File: src/logic/rss_regs.svh
// Constants for the rotate, fill-ones and low-power execution block
`ifndef RSS_REGS_SVH
`define RSS_REGS_SVH
// ********************************
// Opcode patterns and masks
// ********************************
`define ROT_OPC_MASK 16'hfc00
`define ROT_OPC_VAL 16'h4000
`define FILL_OPC_MASK 16'hfe00
`define FILL_OPC_VAL 16'h6800
`define SLP_OPC_VAL 16'h0003
// ********************************
// Operand field positions
// ********************************
`define FLD_D_BIT 9
`define FLD_A_BIT 8
// ********************************
// Addressing and reset values
// ********************************
`define IDX_LIMIT 8'h5f
`define ACCESS_HI_BASE 8'h60
`define ACCESS_HI_BANK 4'hf
`define FILL_VALUE 8'hff
`define PD_RESET 1'b1
`define TO_RESET 1'b1
`endif
File: src/logic/rss_pkg.sv
// Types for the rotate, fill-ones and low-power execution block
package rss_pkg;
    // Four instruction phases
    typedef enum logic [1:0] {PH_DECODE, PH_READ, PH_PROCESS, PH_WRITE} phase_t;
    // Decoded operation
    typedef enum logic [1:0] {OP_NONE, OP_ROTATE, OP_FILL, OP_SLEEP} op_kind_t;
endpackage : rss_pkg

File: src/logic/addr_bus_if.sv
// Interface carrying the operand address between the execution block and the resolver
`timescale 1ns/1ps
interface addr_bus_if;
    logic [7:0] file_addr; // Raw 8-bit operand address
    logic access_sel; // Bank-access operand bit
    logic ext_en; // Extended instruction set on
    logic [3:0] bank_sel; // Bank select register value
    logic [7:0] fsr_base; // Index base for literal offset mode
    logic [11:0] full_addr; // Resolved data memory address
    modport requester (output file_addr, access_sel, ext_en, bank_sel, fsr_base, input full_addr);
    modport resolver (input file_addr, access_sel, ext_en, bank_sel, fsr_base, output full_addr);
endinterface : addr_bus_if

File: src/logic/addr_resolve.sv
// Combinational data-memory address resolver for byte-oriented operands
`timescale 1ns/1ps
`include "rss_regs.svh"
module addr_resolve (
    addr_bus_if.resolver ab
);
    // ********************************
    // Address formation
    // ********************************
    // Indexed mode, access bank or banked address
    always_comb begin
        if (ab.access_sel) begin
            ab.full_addr = {ab.bank_sel, ab.file_addr}; // RULE5
        end else if (ab.ext_en && (ab.file_addr <= `IDX_LIMIT)) begin
            ab.full_addr = {4'h0, 8'(ab.fsr_base + ab.file_addr)}; // RULE6
        end else if (ab.file_addr < `ACCESS_HI_BASE) begin
            ab.full_addr = {4'h0, ab.file_addr}; // RULE4
        end else begin
            ab.full_addr = {`ACCESS_HI_BANK, ab.file_addr}; // RULE4
        end
    end
endmodule : addr_resolve

File: src/logic/rss_exec.sv
// Execution logic for rotate-right, fill-ones and low-power entry
`timescale 1ns/1ps
`include "rss_regs.svh"
// Function
// RULE1: Rotate right, bit0 into bit7, N Z
// RULE2: Destination bit 0 writes working register
// RULE3: Destination bit 1 writes file register
// RULE4: Access bit 0 uses access bank
// RULE5: Access bit 1 uses bank register
// RULE6: Extended, access 0, addr<=95: indexed
// RULE7: Low-power opcode clears power-down flag
// RULE8: Low-power opcode sets timeout flag
// RULE9: Low-power opcode clears watchdog and postscaler
// RULE10: Watchdog wake clears timeout flag; a low-power entry in the same cycle wins and sets it
// RULE11: Fill-ones writes FFh, flags unchanged
// RULE12: One word, four phases per cycle
module rss_exec (
    input wire logic clk,
    input wire logic sys_rst,
    input wire logic [15:0] instr_word,
    input wire logic instr_valid,
    input wire logic ext_en,
    input wire logic [3:0] bank_select_register,
    input wire logic [7:0] fsr_base,
    input wire logic [7:0] file_rdata,
    input wire logic wdt_wake,
    output logic [11:0] file_addr,
    output logic file_rd,
    output logic file_we,
    output logic [7:0] file_wdata,
    output logic w_we,
    output logic [7:0] w_wdata,
    output logic flag_we,
    output logic neg_flag,
    output logic zero_flag,
    output logic power_down_flag,
    output logic timeout_flag,
    output logic watchdog_clear,
    output logic sleep_req,
    output logic busy
);
    // ********************************
    // Decode helpers
    // ********************************
    // Classify an instruction word; used on capture, by the sequencer, the read strobe and busy
    function automatic rss_pkg::op_kind_t decode_op(input logic [15:0] iw);
        if ((iw & `ROT_OPC_MASK) == `ROT_OPC_VAL) begin
            decode_op = rss_pkg::OP_ROTATE; // RULE1
        end else if ((iw & `FILL_OPC_MASK) == `FILL_OPC_VAL) begin
            decode_op = rss_pkg::OP_FILL; // RULE11
        end else if (iw == `SLP_OPC_VAL) begin
            decode_op = rss_pkg::OP_SLEEP; // RULE7
        end else begin
            decode_op = rss_pkg::OP_NONE;
        end
    endfunction : decode_op

    // ********************************
    // State
    // ********************************
    rss_pkg::phase_t phase_reg; // Current phase
    rss_pkg::op_kind_t op_reg; // Latched operation
    logic [15:0] iw_reg; // Latched instruction word
    logic [7:0] operand_reg; // Operand read in the read phase
    logic [7:0] result_reg; // Processed data
    logic [11:0] addr_reg; // Resolved address held through the cycle
    logic [11:0] resolved; // Resolver output
    logic dest_file; // Destination bit of the latched word

    assign dest_file = iw_reg[`FLD_D_BIT];

    // Address resolver, shared by rotate and fill
    addr_bus_if ab ();
    // In decode the incoming word is resolved, so the read address stands before the read edge
    assign ab.file_addr = (phase_reg == rss_pkg::PH_DECODE) ? instr_word[7:0] : iw_reg[7:0];
    assign ab.access_sel = (phase_reg == rss_pkg::PH_DECODE) ? instr_word[`FLD_A_BIT] : iw_reg[`FLD_A_BIT];
    assign ab.ext_en = ext_en;
    assign ab.bank_sel = bank_select_register;
    assign ab.fsr_base = fsr_base;
    assign resolved = ab.full_addr;
    addr_resolve u_resolve (
        .ab(ab)
    );

    // ********************************
    // Phase sequencer
    // ********************************
    // Four phases per instruction; a new word is only taken in decode
    always_ff @(posedge clk or posedge sys_rst) begin
        if (sys_rst) begin
            phase_reg <= rss_pkg::PH_DECODE;
        end else begin
            case (phase_reg)
                rss_pkg::PH_DECODE: begin
                    if (instr_valid && decode_op(instr_word) != rss_pkg::OP_NONE) begin
                        phase_reg <= rss_pkg::PH_READ; // RULE12
                    end
                end
                rss_pkg::PH_READ: phase_reg <= rss_pkg::PH_PROCESS;
                rss_pkg::PH_PROCESS: phase_reg <= rss_pkg::PH_WRITE;
                rss_pkg::PH_WRITE: phase_reg <= rss_pkg::PH_DECODE;
                default: phase_reg <= rss_pkg::PH_DECODE;
            endcase
        end
    end

    // Instruction capture
    always_ff @(posedge clk or posedge sys_rst) begin
        if (sys_rst) begin
            iw_reg <= 16'h0000;
            op_reg <= rss_pkg::OP_NONE;
        end else if (phase_reg == rss_pkg::PH_DECODE && instr_valid) begin
            iw_reg <= instr_word;
            op_reg <= decode_op(instr_word);
        end
    end

    // ********************************
    // Data path
    // ********************************
    // Address held from the read phase for the address checks; the write uses file_addr
    always_ff @(posedge clk or posedge sys_rst) begin
        if (sys_rst) begin
            addr_reg <= 12'h000;
            operand_reg <= 8'h00;
        end else if (phase_reg == rss_pkg::PH_READ) begin
            addr_reg <= resolved; // RULE4
            operand_reg <= file_rdata;
        end
    end

    // Rotate or fill in the process phase
    always_ff @(posedge clk or posedge sys_rst) begin
        if (sys_rst) begin
            result_reg <= 8'h00;
        end else if (phase_reg == rss_pkg::PH_PROCESS) begin
            if (op_reg == rss_pkg::OP_ROTATE) begin
                result_reg <= {operand_reg[0], operand_reg[7:1]}; // RULE1
            end else begin
                result_reg <= `FILL_VALUE; // RULE11
            end
        end
    end

    // ********************************
    // Register file port
    // ********************************
    // Read strobe in the read phase; address reflects the resolved operand
    always_ff @(posedge clk or posedge sys_rst) begin
        if (sys_rst) begin
            file_addr <= 12'h000;
            file_rd <= 1'b0;
        end else begin
            file_rd <= (phase_reg == rss_pkg::PH_DECODE) && instr_valid
                && (decode_op(instr_word) == rss_pkg::OP_ROTATE);
            if (phase_reg == rss_pkg::PH_DECODE || phase_reg == rss_pkg::PH_READ) begin
                file_addr <= resolved; // RULE5
            end
        end
    end
    // Note: file_rdata is sampled one edge after file_rd, i.e. combinational read

    // Writes in the final phase, one pulse
    always_ff @(posedge clk or posedge sys_rst) begin
        if (sys_rst) begin
            file_we <= 1'b0;
            file_wdata <= 8'h00;
            w_we <= 1'b0;
            w_wdata <= 8'h00;
            flag_we <= 1'b0;
            neg_flag <= 1'b0;
            zero_flag <= 1'b0;
        end else begin
            file_we <= 1'b0;
            w_we <= 1'b0;
            flag_we <= 1'b0;
            if (phase_reg == rss_pkg::PH_PROCESS) begin
                if (op_reg == rss_pkg::OP_ROTATE) begin
                    // Destination select decides where the result lands
                    file_we <= dest_file; // RULE3
                    w_we <= !dest_file; // RULE2
                    file_wdata <= {operand_reg[0], operand_reg[7:1]};
                    w_wdata <= {operand_reg[0], operand_reg[7:1]};
                    flag_we <= 1'b1; // RULE1
                    neg_flag <= operand_reg[0];
                    zero_flag <= (operand_reg == 8'h00);
                end else if (op_reg == rss_pkg::OP_FILL) begin
                    file_we <= 1'b1; // RULE11
                    file_wdata <= `FILL_VALUE;
                end
            end
        end
    end

    // ********************************
    // Power status and watchdog
    // ********************************
    // Flags live here; the low-power entry pulses in the write phase
    always_ff @(posedge clk or posedge sys_rst) begin
        if (sys_rst) begin
            power_down_flag <= `PD_RESET;
            timeout_flag <= `TO_RESET;
            watchdog_clear <= 1'b0;
            sleep_req <= 1'b0;
        end else begin
            watchdog_clear <= 1'b0;
            if (wdt_wake) begin
                timeout_flag <= 1'b0; // RULE10
            end
            if (phase_reg == rss_pkg::PH_PROCESS && op_reg == rss_pkg::OP_SLEEP) begin
                power_down_flag <= 1'b0; // RULE7
                timeout_flag <= 1'b1; // RULE8
                watchdog_clear <= 1'b1; // RULE9
                sleep_req <= 1'b1;
            end else if (wdt_wake) begin
                sleep_req <= 1'b0;
            end
        end
    end

    // Busy while a cycle is in progress
    always_ff @(posedge clk or posedge sys_rst) begin
        if (sys_rst) begin
            busy <= 1'b0;
        end else begin
            busy <= (phase_reg == rss_pkg::PH_DECODE) ? (instr_valid && decode_op(instr_word) != rss_pkg::OP_NONE)
                : (phase_reg != rss_pkg::PH_WRITE);
        end
    end

    // ********************************
    // Checks
    // ********************************
    property p_rot_result; // RULE1
        @(posedge clk) disable iff (sys_rst)
        (phase_reg == rss_pkg::PH_PROCESS && op_reg == rss_pkg::OP_ROTATE)
            |=> (file_wdata == {$past(operand_reg[0]), $past(operand_reg[7:1])}) && flag_we;
    endproperty
    a_rot_result: assert property (p_rot_result) else $error("rotate result wrong"); // RULE1

    property p_dest_w; // RULE2
        @(posedge clk) disable iff (sys_rst)
        (phase_reg == rss_pkg::PH_PROCESS && op_reg == rss_pkg::OP_ROTATE && !dest_file) |=> w_we && !file_we;
    endproperty
    a_dest_w: assert property (p_dest_w) else $error("rotate to W misrouted"); // RULE2

    property p_dest_f; // RULE3
        @(posedge clk) disable iff (sys_rst)
        (phase_reg == rss_pkg::PH_PROCESS && op_reg == rss_pkg::OP_ROTATE && dest_file) |=> file_we && !w_we;
    endproperty
    a_dest_f: assert property (p_dest_f) else $error("rotate to f misrouted"); // RULE3

    property p_bank; // RULE5
        @(posedge clk) disable iff (sys_rst)
        (phase_reg == rss_pkg::PH_READ && iw_reg[`FLD_A_BIT]) |=> addr_reg[11:8] == $past(bank_select_register);
    endproperty
    a_bank: assert property (p_bank) else $error("bank not from bank register"); // RULE5

    property p_access; // RULE4
        @(posedge clk) disable iff (sys_rst)
        (phase_reg == rss_pkg::PH_READ && !iw_reg[`FLD_A_BIT] && !ext_en && iw_reg[7:0] < `ACCESS_HI_BASE)
            |=> addr_reg == {4'h0, $past(iw_reg[7:0])};
    endproperty
    a_access: assert property (p_access) else $error("access bank address wrong"); // RULE4

    property p_fill; // RULE11
        @(posedge clk) disable iff (sys_rst)
        (phase_reg == rss_pkg::PH_PROCESS && op_reg == rss_pkg::OP_FILL)
            |=> file_we && file_wdata == `FILL_VALUE && !flag_we;
    endproperty
    a_fill: assert property (p_fill) else $error("fill ones wrong"); // RULE11

    property p_sleep; // RULE8
        @(posedge clk) disable iff (sys_rst)
        (phase_reg == rss_pkg::PH_PROCESS && op_reg == rss_pkg::OP_SLEEP)
            |=> !power_down_flag && timeout_flag && watchdog_clear;
    endproperty
    a_sleep: assert property (p_sleep) else $error("low-power entry flags wrong"); // RULE8

    property p_wake; // RULE10
        @(posedge clk) disable iff (sys_rst)
        (wdt_wake && !(phase_reg == rss_pkg::PH_PROCESS && op_reg == rss_pkg::OP_SLEEP)) |=> !timeout_flag;
    endproperty
    a_wake: assert property (p_wake) else $error("timeout flag not cleared on wake"); // RULE10

    property p_cycle; // RULE12
        @(posedge clk) disable iff (sys_rst)
        (phase_reg == rss_pkg::PH_READ) |=> phase_reg == rss_pkg::PH_PROCESS ##1 phase_reg == rss_pkg::PH_WRITE
            ##1 phase_reg == rss_pkg::PH_DECODE;
    endproperty
    a_cycle: assert property (p_cycle) else $error("phase sequence broken"); // RULE12

    property p_index; // RULE6
        @(posedge clk) disable iff (sys_rst)
        (phase_reg == rss_pkg::PH_READ && !iw_reg[`FLD_A_BIT] && ext_en && iw_reg[7:0] <= `IDX_LIMIT)
            |=> addr_reg == {4'h0, 8'($past(fsr_base) + $past(iw_reg[7:0]))};
    endproperty
    a_index: assert property (p_index) else $error("indexed offset address wrong"); // RULE6

    // Read strobe and address must stand while the operand is sampled
    property p_read_strobe; // RULE12
        @(posedge clk) disable iff (sys_rst)
        (phase_reg == rss_pkg::PH_READ) |-> file_rd == (op_reg == rss_pkg::OP_ROTATE) && file_addr == resolved;
    endproperty
    a_read_strobe: assert property (p_read_strobe) else $error("operand read strobe or address wrong"); // RULE12

    // The held result and the written data come from two paths and must agree
    property p_result_agree; // RULE1
        @(posedge clk) disable iff (sys_rst)
        (file_we || w_we) |-> result_reg == (file_we ? file_wdata : w_wdata);
    endproperty
    a_result_agree: assert property (p_result_agree) else $error("written data differs from result"); // RULE1
endmodule : rss_exec

File: config.mk
export PLATFORM = sky130hd
export DESIGN_NAME = rss_exec
export DESIGN_NICKNAME = d
export VERILOG_FILES = /design/src/logic/rss_pkg.sv /design/src/logic/addr_bus_if.sv /design/src/logic/addr_resolve.sv /design/src/logic/rss_exec.sv
export VERILOG_INCLUDE_DIRS = /design/src /design/src/logic
export SDC_FILE = /design/constraint.sdc
export NUM_CORES = 1
export LEC_CHECK = 0
export BUFFER_PORTS_ARGS = -buffer_cell sky130_fd_sc_hd__buf_2
export CORE_UTILIZATION = 52
export DETAILED_ROUTE_END_ITERATION = 8
export PLACE_DENSITY_LB_ADDON = 0.3
export SLEW_MARGIN = 20
export SYNTH_ARGS = -nofsm -noshare
export SYNTH_HDL_FRONTEND = slang
export SYNTH_SLANG_ARGS = --single-unit
File: constraint.sdc
create_clock -name clk -period 3.25 [get_ports clk]
set_clock_uncertainty 0.1 [all_clocks]
set_input_delay 0.325 -clock clk [delete_from_list [all_inputs] [get_ports clk]]
set_output_delay 0.325 -clock clk [all_outputs]
set_load 0.1 [all_outputs]
==> impl_metrics.tcl, run 1 <==
set metrics [dict create \
    drc 0 \
    critPathSlowestCell "fa_1" \
    slowest_delay_ns 0.43 \
    die-height_um 77.76 \
    finalCritPeriodShare_pct 91.22 \
    cp_max_fo 9 \
    ys_types 42 \
    dr_total_vias 2250 \
    reg2reg_depth 10 \
    place_congestion 0.9090 \
    clk_latency_ns 0.34 \
    drv_cap 0 \
    critPathLaunchType "flip-flop" \
    min_to "timeout_flag" \
    hold_class "in2reg" \
    first_global_vias 2157 \
    num_rows 27 \
    drive_gt1_share_pct 39.77 \
    final_core_utilization_pct 66.28 \
    dp_hpwl_um 4700 \
    min_from "wdt_wake" \
    min_path_cells 2 \
    yosysSeqAreaShare_pct 50.40 \
    die_w_um 77.76 \
    syn_avg_cell_area_sq_um 11.22 \
    ff2ff_setup_slack_ns 0.29 \
    min_period_ns 2.965 \
    antenna_left 0 \
    max_slew.worst_pin.slew_ns 0.6255 \
    place_area_sq_um 3425 \
    synth.ff_latch_count 60 \
    vias_per_cell 5.307 \
    diodes 0 \
    setup_viol 0 \
    clockBufferDepth 2 \
    setup_slack_ns 0.2852 \
    drtIter0Drc 80 \
    htreeDepth 3 \
    area_growth_pct 22.31 \
    die-area_sq_um 6046 \
    largest_reg_flops 12 \
    final_cell_area_sq_um 3650 \
    grt_antenna_before_repair 0 \
    root_buffer "clkbuf_8" \
    cts_tree "yes" \
    grt_overflow 0 \
    final_cell_mix "buf_2, dfrtp_1, mux2_2" \
    grt_max_degree 34 \
    clkTransAtPathRegs_ns 0.07 \
    fill_cells 464 \
    critPathRequiredTime_ns 3.38 \
    crit_chain "inv_1 > ha_1 > mux2_2 > ha_1 > fa_1 > a211oi_1 > o21ai_0 > a21oi_1 > nand3b_1 > a21oi_1" \
    grt_pass1_wl_um 10610 \
    hold_violations 0 \
    core_area_sq_um 5507 \
    fmax_mhz 337.3 \
    rsz0062_at_grt "no" \
    final_common_cell "buf_2" \
    grt_use_total_pct 23.74 \
    syn_inst 266 \
    tns_ns 0 \
    clock-sinks 60 \
    arrival_ns 3.09 \
    io-pin-count 80 \
    syn_nets 322 \
    critPathKind "reg2reg" \
    synth_area_sq_um 2984 \
    portBuffers 79 \
    post_cts_buffers 0 \
    reg2reg_to "file_addr[6]" \
    first_pass_iters 4 \
    status "finished clean" \
    totalWireLength_um 6405 \
    synth_warnings 0 \
    wl_per_cell_um 15.11 \
    r2r_start "phase_reg[0]" \
    start_util_pct 54.19 \
    place_worst_setup_slack_ns 0.3111 \
    numCtsBuffers 9 \
    max_slew_margin_pct 58.24 \
    endpoint_kind "flip-flop" \
    layout.nets 404 \
    finalMaxSlewViolations 0 \
]
-- cell usage after synthesis --
cell type | n | area share (%)
clkbuf_1 | 8 | 1.0
nor4_4 | 1 | 0.71
and2b_1 | 1 | 0.25
and2_1 | 1 | 0.21
xor2_1 | 2 | 0.59
o21ai_2 | 1 | 0.29
nor2b_1 | 10 | 2.1
or2_2 | 4 | 0.84
a41oi_1 | 1 | 0.29
a211oi_1 | 6 | 1.5
nand2_1 | 20 | 2.5
a31oi_1 | 1 | 0.21
o311a_1 | 1 | 0.34
a21oi_1 | 20 | 3.4
nor2_1 | 19 | 2.4
or4_4 | 1 | 0.38
buf_6 | 2 | 0.75
nand2b_1 | 1 | 0.21
mux2i_1 | 6 | 2.0
nand3_1 | 1 | 0.17
a21o_1 | 2 | 0.50
dfrtp_1 | 58 | 49
or2_1 | 1 | 0.21
mux2_1 | 1 | 0.38
o211ai_1 | 2 | 0.50
inv_1 | 11 | 1.4
mux2_2 | 34 | 13
a211o_1 | 1 | 0.29
fa_1 | 1 | 0.67
nor3_1 | 1 | 0.17
nor4_1 | 3 | 0.63
or4b_1 | 2 | 0.67
nand3b_1 | 2 | 0.50
buf_4 | 1 | 0.25
or3_1 | 3 | 0.63
ha_1 | 14 | 5.9
or4_1 | 1 | 0.25
o21ai_0 | 15 | 2.5
dfstp_2 | 2 | 1.8
o32ai_1 | 2 | 0.59
a22o_1 | 1 | 0.29
or4b_2 | 1 | 0.34
-- logic make-up after synthesis --
family	count (synthesis)	synth area share (%)
AND/OR/NAND/NOR	73	13.17
flip-flops	60	50.40
AO/OA/AOI/OAI	53	10.69
multiplexers	41	15.22
buffers and inverters	22	3.396
adder cells (fa/ha/maj)	15	6.541
XOR/XNOR	2	0.5871
-- metal layers --
| metal | vias up | track usage, % | routed length (um) |
|---|---|---|---|
| met3 | 10 | 7.294 | 364 |
| li1 | 1111 | - | - |
| met5 | - | 0 | 0 |
| met2 | 61 | 37.52 | 3102 |
| met1 | 1068 | 30.84 | 2810 |
| met4 | 0 | 8.491 | 128 |
-- worst max-delay path by stage --
| stage | end | start | cells past startpoint |
|---|---|---|---|
| 2_1_floorplan | file_addr[5] | phase_reg[0] | 11 |
| 3_3_place_gp | file_addr[6] | phase_reg[0] | 10 |
| 3_5_place_dp | file_addr[5] | phase_reg[0] | 9 |
| 4_1_cts | file_addr[5] | phase_reg[0] | 9 |
| 5_1_grt | file_addr[6] | phase_reg[0] | 10 |
| 6_report | file_addr[6] | phase_reg[0] | 10 |
-- critical path, delay by kind of cell (launching register included) --
kind	cells	cell delay, ns
compound gates	4	0.72
fa+ha+maj	3	1.02
buf+inv	1	0.11
flops	1	0.40
mux	1	0.39
simple gates	1	0.11
-- final cells by class --
cell class / instances / area (sq um) / area share, %
clock inverters: 4 / 73.82 / 2.023
flip-flops and latches: 60 / 1504 / 41.21
well taps: 72 / 90.09 / 2.468
inverters: 11 / 41.29 / 1.131
multi-input cells: 184 / 1379 / 37.78
clock buffers: 11 / 141.4 / 3.874
repair buffers: 82 / 420.4 / 11.52
-- metrics by stage --
| step | instances | hold WS [ns] |
|---|---|---|
| finish | 424 | 0.06721 |
| global route | 424 | 0.06345 |
| CTS | 424 | 0.05659 |
| detailed placement | 408 | 0.3516 |
| global placement | 408 | 0.3406 |
| floorplan | 266 | 0.2880 |
-- what timing repair did --
| item | CTS | global route |
|---|---|---|
| hold endpoints to repair | 27 | 0 |
| hold buffers | 1 | 0 |
| gates resized for setup | 0 | 0 |
Power of run 1 is not shown: default switching activity piles up to over one toggle a cycle in this logic, so the estimate is an artifact.
==> inputs of run 2 (changes only) <==
--- a/config.mk
+++ b/config.mk
@@ -9,7 +9,7 @@
 export BUFFER_PORTS_ARGS = -buffer_cell sky130_fd_sc_hd__buf_2
 export CORE_UTILIZATION = 52
 export DETAILED_ROUTE_END_ITERATION = 8
-export PLACE_DENSITY_LB_ADDON = 0.3
+export PLACE_DENSITY = 0.77
 export SLEW_MARGIN = 20
 export SYNTH_ARGS = -nofsm -noshare
 export SYNTH_HDL_FRONTEND = slang
==> constraint.sdc (replaced) <==
create_clock -name clk -period 3.25 [get_ports clk]
set_clock_uncertainty 0.1 [all_clocks]
set_input_delay 0 -clock clk [delete_from_list [all_inputs] [get_ports clk]]
set_output_delay 0 -clock clk [all_outputs]
set_load 0.1 [all_outputs]
==> run 2 against run 1 <==
  * Register-to-register slack gained 0.10 ns
  * Utilization is 5.3 points higher
  * Design area increased by 8.0%
  * Global-route usage is 0.12 points higher
  * Cell count rose by 7.1%
  * Worst hold slack got worse by 0.042 ns
  * Highest routed layer unchanged
  * Wire length is 2.6% higher
==> impl_metrics.tcl, run 2 (same netlist as run 1, synthesis figures left out) <==
set metrics [dict create \
    status "finished clean" \
    finalMaxSlewViolations 0 \
    antenna_left 0 \
    ctsResizeCount 0 \
    final_common_cell "buf_2" \
    io-pin-count 80 \
    htreeDepth 3 \
    final_cell_mix "buf_2, dfrtp_1, mux2_2" \
    cts_hold_buf 30 \
    grt_pass1_wl_um 10900 \
    largest_reg_flops 12 \
    critPathRequiredTime_ns 3.38 \
    reg2reg_depth 9 \
    min_path_cells 4 \
    diodes 0 \
    setup_viol 0 \
    grt_use_total_pct 23.86 \
    cts_tree "yes" \
    root_buffer "clkbuf_8" \
    grt-busiest-layer "met2" \
    clk_latency_ns 0.34 \
    drc 0 \
    hold_violations 0 \
    critPathKind "reg2reg" \
    critPathLaunchType "flip-flop" \
    die_w_um 77.76 \
    place_congestion 0.8912 \
    setup_slack_ns 0.3880 \
    endpoint_kind "flip-flop" \
    drtIter0Drc 106 \
    wl_per_cell_um 14.47 \
    cp_max_fo 15 \
    portBuffers 79 \
    stdcell_count 454 \
    dr_total_vias 2375 \
    drive_gt1_share_pct 36.91 \
    clock-sinks 60 \
    finalCritPeriodShare_pct 88.06 \
    die-height_um 77.76 \
    met3_usage_pct 5.059 \
    fill_cells 433 \
    totalWireLength_um 6570 \
    clockBufferDepth 2 \
    rsz0062_at_grt "no" \
    fmax_mhz 349.4 \
    grt_max_degree 41 \
    die-area_sq_um 6046 \
    min_period_ns 2.862 \
    post_cts_buffers 0 \
    numCtsBuffers 9 \
    first_pass_iters 4 \
    core_area_sq_um 5507 \
    tns_ns 0 \
    layout.nets 433 \
    vias_per_cell 5.231 \
    max_slew_margin_pct 45.52 \
    grt_overflow 0 \
    placed_cells 408 \
    num_rows 27 \
    grt_antenna_before_repair 0 \
    max_slew.worst_pin.slew_ns 0.8160 \
    dp_hpwl_um 4623 \
    first_global_vias 2409 \
    clkTransAtPathRegs_ns 0.06 \
    use_met2_pct 40.71 \
    hold_class "in2reg" \
    arrival_ns 3.00 \
    grt_util_met1_pct 28.91 \
    area_growth_pct 32.08 \
    drv_cap 0 \
    place_worst_setup_slack_ns 0.4191 \
    start_util_pct 54.19 \
]
run 2: cell count changes in the layout (fill, tap and decap cells not counted):
cell / change
clkbuf_8: -1
clkinvlp_4: +2
dlygate4sd3_1: +29
run 2: cell type report:
class | count | area, sq um | area share (%)
inverters | 11 | 41.29 | 1.048
repair buffers | 111 | 710.7 | 18.03
clock inverters | 6 | 88.84 | 2.254
multi-input cells | 184 | 1379 | 34.98
clock buffers | 10 | 127.6 | 3.238
flip-flops and latches | 60 | 1504 | 38.16
well taps | 72 | 90.09 | 2.286
run 2: per-stage QoR:
step	hold slack [ns]	area, sq um	util (%)
global route	0.04788	3941	71.57
global placement	0.06887	3425	62.19
detailed placement	0.07340	3425	62.19
CTS	0.01969	3941	71.57
floorplan	-0.03695	2984	-
finish	0.02533	3941	71.57
run 2: critical path, stage by stage, from the launching register on:
cell and delay (ns):
dfrtp_1 0.40, inv_1 0.10, ha_1 0.29, buf_4 0.26
mux2_2 0.37, ha_1 0.32, or3_1 0.33, a41oi_1 0.27
xor2_1 0.10, o32ai_1 0.22
run 2: final timing paths:
path,startpoint,end,slack [ns]
setup / recovery,phase_reg[0],file_addr[7],0.39
hold / removal,fsr_base[0],file_addr[0],0.03
setup reg to reg,phase_reg[0],file_addr[7],0.39
hold reg to reg,file_wdata[3],file_wdata[3],0.38
max in group asynchronous,sys_rst,file_addr[8],2.00
min in group asynchronous,sys_rst,file_addr[0],0.28
run 2: metal layers:
layer	up-vias	routed length [um]
li1	1166	-
met1	1129	2825
met2	66	3319
met3	14	292
met4	0	132
met5	-	0
Power of run 2 is left out for the same reason.
